==> src/rtl/exec_pkg.sv <==
package exec_pkg;

    localparam logic [15:0] OPC_DECIMAL_ADJUST = 16'h0007;
    localparam logic [5:0]  OPC_DECREMENT      = 6'h01;
    localparam logic [6:0]  OPC_COMPARE_LESS   = 7'h30;
    localparam logic [3:0]  BCD_LIMIT          = 4'h9;
    localparam logic [3:0]  BCD_CORRECTION     = 4'h6;
    localparam logic [7:0]  RESET_WORKING      = 8'h00;
    localparam logic [3:0]  RESET_BANK         = 4'h0;
    localparam logic [1:0]  SKIP_ONE_WORD      = 2'h1;
    localparam logic [1:0]  SKIP_TWO_WORD      = 2'h2;

    typedef struct packed {
        logic neg;
        logic ovf;
        logic zero;
        logic dcarry;
        logic carry;
    } status_t;

    localparam status_t RESET_STATUS = '{neg: 1'b0, ovf: 1'b0, zero: 1'b0, dcarry: 1'b0, carry: 1'b0};

    typedef struct packed {
        logic [11:0] addr;
        logic [7:0]  data;
        logic        write;
    } mem_req_t;

    typedef enum logic [1:0] {
        ST_EXEC  = 2'b00,
        ST_IDLE1 = 2'b01,
        ST_IDLE2 = 2'b10
    } exec_state_t;

endpackage

==> src/rtl/bcd_adjust_decrement_skip_exec.sv <==
// Functional notes
// - Compare skip discards next word, one idle cycle, two if it is two-word.
// - Decimal adjust adds 6 to low nibble if above 9 or digit carry.
// - Decimal adjust adds 6 to high nibble if above 9 or carry.
// - Decimal adjust is one word, one cycle, opcode ends 0111, touches carry only.
// - Decrement subtracts one, updates five flags, destination bit picks W or register.
// - Bank bit zero addresses access bank; one uses bank select register.
// - Less compare skips only when register is unsigned smaller than W.
module bcd_adjust_decrement_skip_exec (
    input  wire logic             CLK,
    input  wire logic             RESET,
    input  wire logic             INSTR_VALID,
    input  wire logic [15:0]      INSTR,
    input  wire logic             NEXT_IS_TWO_WORD,
    input  wire logic [7:0]       REG_RDATA,
    input  wire logic             BANK_LOAD,
    input  wire logic [3:0]       BANK_VALUE,
    output logic [7:0]            WORKING,
    output exec_pkg::status_t     STATUS,
    output logic [3:0]            BANK,
    output exec_pkg::mem_req_t    MEM_WRITE,
    output logic                  DISCARD
);

    ////////////////////////////////////////////////////////////////////////////
    exec_pkg::exec_state_t state;
    exec_pkg::exec_state_t next_state;

    logic        active;
    logic        is_adjust;
    logic        is_decrement;
    logic        is_compare;
    logic [11:0] eff_addr;
    logic [7:0]  dec_result;
    logic [4:0]  low_adj;
    logic [4:0]  high_adj;
    logic [3:0]  high_in;
    logic [8:0]  dec_full;
    logic [4:0]  dec_low;
    logic        low_wrap;
    logic        dec_ovf;
    logic        dec_zero;

    ////////////////////////////////////////////////////////////////////////////
    // Each word offered in the execute slot is taken at the clock edge it is
    // offered on. Results come from flops one cycle later. Back to back words
    // are fine. The only stall is the one or two idle slots that a taken skip opens,
    // and the core ignores whatever the fetch side offers during them.

    // Opcode recognisers, so each decode line reads like the encoding it matches
    function automatic logic is_adjust_word(input logic [15:0] word);
        return word == exec_pkg::OPC_DECIMAL_ADJUST;
    endfunction

    function automatic logic is_decrement_word(input logic [15:0] word);
        return word[15:10] == exec_pkg::OPC_DECREMENT;
    endfunction

    function automatic logic is_compare_word(input logic [15:0] word);
        return word[15:9] == exec_pkg::OPC_COMPARE_LESS;
    endfunction

    // Destination bit of a byte word: zero sends the result to the working register
    function automatic logic to_register(input logic [15:0] word);
        return word[9];
    endfunction

    // Access bank: low half of bank 0 or high half of bank 15, so the top
    // of the file address simply repeats bit 7 of the short address
    function automatic logic [11:0] bank_address(input logic [15:0] word, input logic [3:0] bank);
        logic [11:0] addr;
        addr = {{4{word[7]}}, word[7:0]};
        if (word[8]) begin
            addr = {bank, word[7:0]};
        end
        return addr;
    endfunction

    // One BCD digit correction shared by both nibbles; bit 4 is the carry out
    function automatic logic [4:0] digit_fix(input logic [3:0] digit, input logic force_fix);
        logic [4:0] sum;
        sum = {1'b0, digit};
        if (digit > exec_pkg::BCD_LIMIT || force_fix) begin
            sum = sum + {1'b0, exec_pkg::BCD_CORRECTION};
        end
        return sum;
    endfunction

    // Idle cycles swallow the incoming word, so nothing executes then
    assign active       = INSTR_VALID && (state == exec_pkg::ST_EXEC);
    assign is_adjust    = active && is_adjust_word(INSTR);
    assign is_decrement = active && is_decrement_word(INSTR);
    assign is_compare   = active && is_compare_word(INSTR);

    assign eff_addr = bank_address(INSTR, BANK);

    ////////////////////////////////////////////////////////////////////////////
    // Decimal adjust: high nibble sees the low-nibble carry before its test.
    // The result is decimal only after adding two packed BCD values; any other
    // byte still gets a defined answer, just not a meaningful one.
    // A low-digit carry that wraps an F high digit to zero is a decimal overflow
    // as well, so it forces the high correction and the carry.
    assign low_adj  = digit_fix(WORKING[3:0], STATUS.dcarry);
    assign high_in  = WORKING[7:4] + {3'h0, low_adj[4]};
    assign low_wrap = low_adj[4] && (WORKING[7:4] == 4'hF);
    assign high_adj = digit_fix(high_in, STATUS.carry || low_wrap);

    // Decrement as add of 0xFF so carry means no borrow
    assign dec_full   = {1'b0, REG_RDATA} + 9'h0FF;
    // Digit carry is the same no-borrow test on the low nibble alone
    assign dec_low    = {1'b0, REG_RDATA[3:0]} + 5'h0F;
    assign dec_result = dec_full[7:0];
    // Only 0x80 minus one crosses from the most negative value to a positive one
    assign dec_ovf    = (REG_RDATA == 8'h80);
    assign dec_zero   = (dec_result == 8'h00);

    ////////////////////////////////////////////////////////////////////////////
    // Skip sequencer: a taken less-than compare opens one idle slot, and a
    // second one when the fetch side flags the discarded word as two words.
    // The flag is looked at in the first idle slot only, so it may change later.
    always_comb begin
        next_state = exec_pkg::ST_EXEC;
        unique case (state)
            exec_pkg::ST_EXEC: begin
                if (is_compare && (REG_RDATA < WORKING)) begin
                    next_state = exec_pkg::ST_IDLE1;
                end
            end
            exec_pkg::ST_IDLE1: begin
                if (NEXT_IS_TWO_WORD) begin
                    next_state = exec_pkg::ST_IDLE2;
                end
            end
            exec_pkg::ST_IDLE2: next_state = exec_pkg::ST_EXEC;
            default:            next_state = exec_pkg::ST_EXEC;
        endcase
    end

    // With no word offered the sequencer simply waits in the execute state;
    // idle slots run down whether or not the fetch side offers a word
    always_ff @(posedge CLK) begin
        if (RESET) begin
            state <= exec_pkg::ST_EXEC;
        end else if (INSTR_VALID || state != exec_pkg::ST_EXEC) begin
            state <= next_state;
        end
    end

    // Registered mirror of the idle states, so the fetch side sees it from a flop
    // in the same cycle as the idle slot itself
    always_ff @(posedge CLK) begin
        if (RESET) begin
            DISCARD <= 1'b0;
        end else begin
            DISCARD <= (next_state != exec_pkg::ST_EXEC) && (INSTR_VALID || state != exec_pkg::ST_EXEC);
        end
    end

    ////////////////////////////////////////////////////////////////////////////
    // Only decimal adjust and a decrement aimed at the working register touch it;
    // a compare reads it but never writes it
    always_ff @(posedge CLK) begin
        if (RESET) begin
            WORKING <= exec_pkg::RESET_WORKING;
        end else if (is_adjust) begin
            WORKING <= {high_adj[3:0], low_adj[3:0]};
        end else if (is_decrement && !to_register(INSTR)) begin
            WORKING <= dec_result;
        end
    end

    ////////////////////////////////////////////////////////////////////////////
    // Decimal adjust only ever sets carry. Clearing it there would lose the
    // carry of the addition that came before, which a multi-byte BCD sum needs.
    // Digit carry stays as it was, so a second adjust sees the same digit carry input.
    always_ff @(posedge CLK) begin
        if (RESET) begin
            STATUS <= exec_pkg::RESET_STATUS;
        end else if (is_adjust) begin
            if (high_adj[4] || low_wrap) begin
                STATUS.carry <= 1'b1;
            end
        end else if (is_decrement) begin
            STATUS.carry  <= dec_full[8];
            STATUS.dcarry <= dec_low[4];
            STATUS.neg    <= dec_result[7];
            STATUS.zero   <= dec_zero;
            STATUS.ovf    <= dec_ovf;
        end
    end

    ////////////////////////////////////////////////////////////////////////////
    // Bank select is loaded from outside; a load in the same cycle as a banked
    // access takes effect only for the next word
    always_ff @(posedge CLK) begin
        if (RESET) begin
            BANK <= exec_pkg::RESET_BANK;
        end else if (BANK_LOAD) begin
            BANK <= BANK_VALUE;
        end
    end

    ////////////////////////////////////////////////////////////////////////////
    // Address and data follow every cycle and only the strobe qualifies them.
    // Leaving them free keeps the write port a plain register with no enable;
    // the memory side must look at them only while the strobe is high.
    always_ff @(posedge CLK) begin
        if (RESET) begin
            MEM_WRITE <= '0;
        end else begin
            MEM_WRITE.addr  <= eff_addr;
            MEM_WRITE.data  <= dec_result;
            MEM_WRITE.write <= is_decrement && to_register(INSTR);
        end
    end

endmodule

==> config.mk <==
export PLATFORM = sky130hd
export DESIGN_NAME = bcd_adjust_decrement_skip_exec
export DESIGN_NICKNAME = d
export VERILOG_FILES = /design/src/rtl/exec_pkg.sv /design/src/rtl/bcd_adjust_decrement_skip_exec.sv
export SDC_FILE = /design/constraint.sdc
export NUM_CORES = 1
export LEC_CHECK = 0
export ABC_AREA = 1
export BUFFER_PORTS_ARGS = -buffer_cell sky130_fd_sc_hd__buf_4
export CORE_AREA = 3 3 73 75
export DETAILED_ROUTE_END_ITERATION = 6
export DIE_AREA = 0 0 76 78
export MAX_ROUTING_LAYER = met4
export PLACE_DENSITY = 0.82
export SLEW_MARGIN = 20
export SYNTH_ARGS = -nofsm -noshare
export SYNTH_HDL_FRONTEND = slang
export SYNTH_SLANG_ARGS = --single-unit
==> constraint.sdc <==
create_clock -name CLK -period 2.4 [get_ports CLK]
set_input_delay 0 -clock CLK [delete_from_list [all_inputs] [get_ports CLK]]
set_output_delay 0 -clock CLK [all_outputs]
set_load 0.05 [all_outputs]
==> reports/metrics.yaml <==
cells_and_area:
  nFillCells: 407
  drive_gt1_share_pct: 25.5
  syn_to_final_growth_pct: 35.5
  multi_input_area_um2: 1300
  final_cell_area_um2: 3200
  n_antenna_cell: 0
  fin_nets: 477
  seq_area_um2: 821
power:
  p_leak_nw: 1.62
  finalPower_mw: 1.51
  power_density_nw_per_um2: 474
  irDropWorstVdd_mv: 0.386
drt:
  vias: 2490
  antenna_left: 0
  wl_per_cell_um: 13.2
  met3_length_um: 359
  avgViaCountPerCell: 5.00
  first_iter_violations: 153
  wl_mm: 6.56
  route.met2.wl_mm: 3.19
  top_layer: "met4"
  drt-met1-wl_mm: 2.84
  drc: 0
  dr.pass1.iters: 4
clock_tree:
  cts_max_level: 2
  insertion_delay_ns: 0.30
  clkSlewWorstSetupHoldPaths_ns: 0.08
  cts.repair.resized: 0
  cts_hold_buf: 15
  clkSinkCount: 41
  cts_root_buf: "clkbuf_8"
  clockBufferDepth: 2
  postCtsSetupRepairBufs: 0
  cts_made_buffers: 5
  cts_tree: "built"
critical_path:
  r2r_slack_ns: 0.31
  startpoint_type: "register"
  worst_setup_path_end_kind: "register"
  crit_type: "register to register"
  r2r_cells: 13
  timing.rr.start: "WORKING[3]"
  r2r_end: "WORKING[7]"
  worstPathArrival_ns: 2.32
  cp_max_fo: 4
  cp_data_required_time_ns: 2.63
logic_synthesis:
  avgSynthCellArea_um2: 6.94
  yosysTopAreaCell: "dfxtp_1"
  synthCells: 340
  ys_ff_latch: 41
  synth_async_sr_flop_share_pct: 0
  synthFlopType: "dfxtp_1"
  synth_top_area_share_pct: 34.8
  synth_most_common_cell: "nand2_1"
  synth_warnings: 0
  synth_area_um2: 2360
  synth_cell_type_count: 32
  synth.net_count: 387
  yosys-top-cells-count: "nand2_1, inv_1, dfxtp_1"
  synth_area_leaders: "dfxtp_1, nand2_1, inv_1, ha_1, nor2_1"
  yosysSeqAreaShare_pct: 34.8
  synth_edf_count: 0
sta:
  period_needed_ns: 2.09
  rsz0062_at_grt: "false"
  hold_viol: 0
  worst_pin_slew_ns: 0.467
  finalCritPeriodShare_pct: 87.0
  fin_worst_skew_ns: 0.00620
  fmax_mhz: 479
  holdWs_ns: 0.0105
  setup_viol: 0
  slew-limit-headroom_pct: 68.8
  setup_slack_ns: 0.313
  setup-tns-final_ns: 0
  slew_violations: 0
min_path:
  hold_end: "state[0]"
  worstHoldPathType: "input port to register"
  hp-start: "INSTR[11]"
  whs_path_depth: 4
global_routing:
  grt_pass1_wl_mm: 11.1
  grt-ovfl-total: 0
  antenna_found_initial: 0
  grt_usage_pct: 23.5
  grt_pass1_vias: 2451
  grt_start_max_net_pins: 25
placed_design:
  dpl_cell_area_um2: 2960
  place.gp.congestion: 0.932
  pre_cts_slack_ns: 0.333
  port_buffers: 71
  hpwlAfterDp_mm: 4.86
run:
  maxCapViolations: 0
floorplan:
  die_h_um: 78
  rows: 25
  start_util_pct: 49.9
  io_pins: 72
  fp.dieW_um: 76
  core_um2: 4720
  die_area_um2: 5930
run_status:
  outcome: "finished clean"
[power by group]
part           internal (mW)  switching, mW
clock network          0.206          0.261
registers              0.706        0.00883
logic                  0.121          0.211
[layout by cell type (no fill, tap or decap), types with 2 or more instances in the layout]
| master | instances |
|---|---|
| nand2_2 | 5 |
| buf_4 | 71 |
| nor2_1 | 39 |
| nand3b_1 | 3 |
| nand2_1 | 68 |
| nor2_2 | 7 |
| ha_1 | 14 |
| dlygate4sd3_1 | 15 |
| a21oi_1 | 24 |
| inv_1 | 53 |
| nor3_1 | 3 |
| nand3_1 | 26 |
| o21ai_1 | 4 |
| xor2_1 | 2 |
| nand4_1 | 10 |
| inv_2 | 5 |
| clkbuf_8 | 5 |
| nor2_4 | 6 |
| dfxtp_1 | 41 |
| nand2_4 | 2 |
| o21ai_0 | 12 |
| nand3_2 | 3 |
[sequential cells by signal (all words and copies together) (netlist names)]
signal and cells:
DISCARD 1, BANK 4, state 2, STATUS 5, MEM_WRITE 21, WORKING 8
[kinds of logic (layout without fill, tap and decap cells)]
group                    Yosys count  in the layout  synth area share, %
flip-flops                        41             41                 34.8
AO/OA/AOI/OAI                     44             44                 9.87
buffers and inverters             62            153                 10.2
XOR/XNOR                           2              2                0.743
AND/OR/NAND/NOR                  177            177                 36.9
adder cells (fa/ha/maj)           14             14                 7.43
[layout make-up]
class	count	area share, %
tap	67	2.62
inverter	59	6.93
clock buffer	5	2.15
sequential	41	25.7
clock inverter	3	0.666
multi-input combinational	237	40.6
timing repair buffer	86	21.4
[how the worst max path moves through the flow]
stage	cells after the start	end	from
after floorplan	13	WORKING[7]	WORKING[3]
after global placement	13	WORKING[7]	WORKING[3]
after detailed placement	13	WORKING[7]	WORKING[3]
after CTS	13	WORKING[7]	WORKING[3]
after global routing	13	WORKING[7]	WORKING[3]
final	13	WORKING[7]	WORKING[3]
[per-layer routing]
metal / track usage [%] / vias up
met5: - / -
met4: 10.1 / 0
met3: 4.29 / 17
met2: 40.0 / 80
met1: 27.2 / 1127
li1: - / 1266
[worst max-delay path, stage by stage, from the launching register on]
cell and delay, ns:
dfxtp_1 0.40, inv_2 0.09, nor2_2 0.18, ha_1 0.25, ha_1 0.19, nand2_1 0.08, and2_1 0.18, ha_1 0.20
nand3b_1 0.15, nand2_1 0.06, nand2_1 0.05, nand2_1 0.05, nand2_1 0.04, a21oi_1 0.11
[metrics by stage]
stage / cells / utilization, %
CTS: 498 / 67.7
global placement: 475 / 62.6
global route: 498 / 67.7
floorplan: 340 / -
detailed placement: 475 / 62.6
finish: 498 / 67.7
Note: power is estimated with default switching activity, not from simulation.
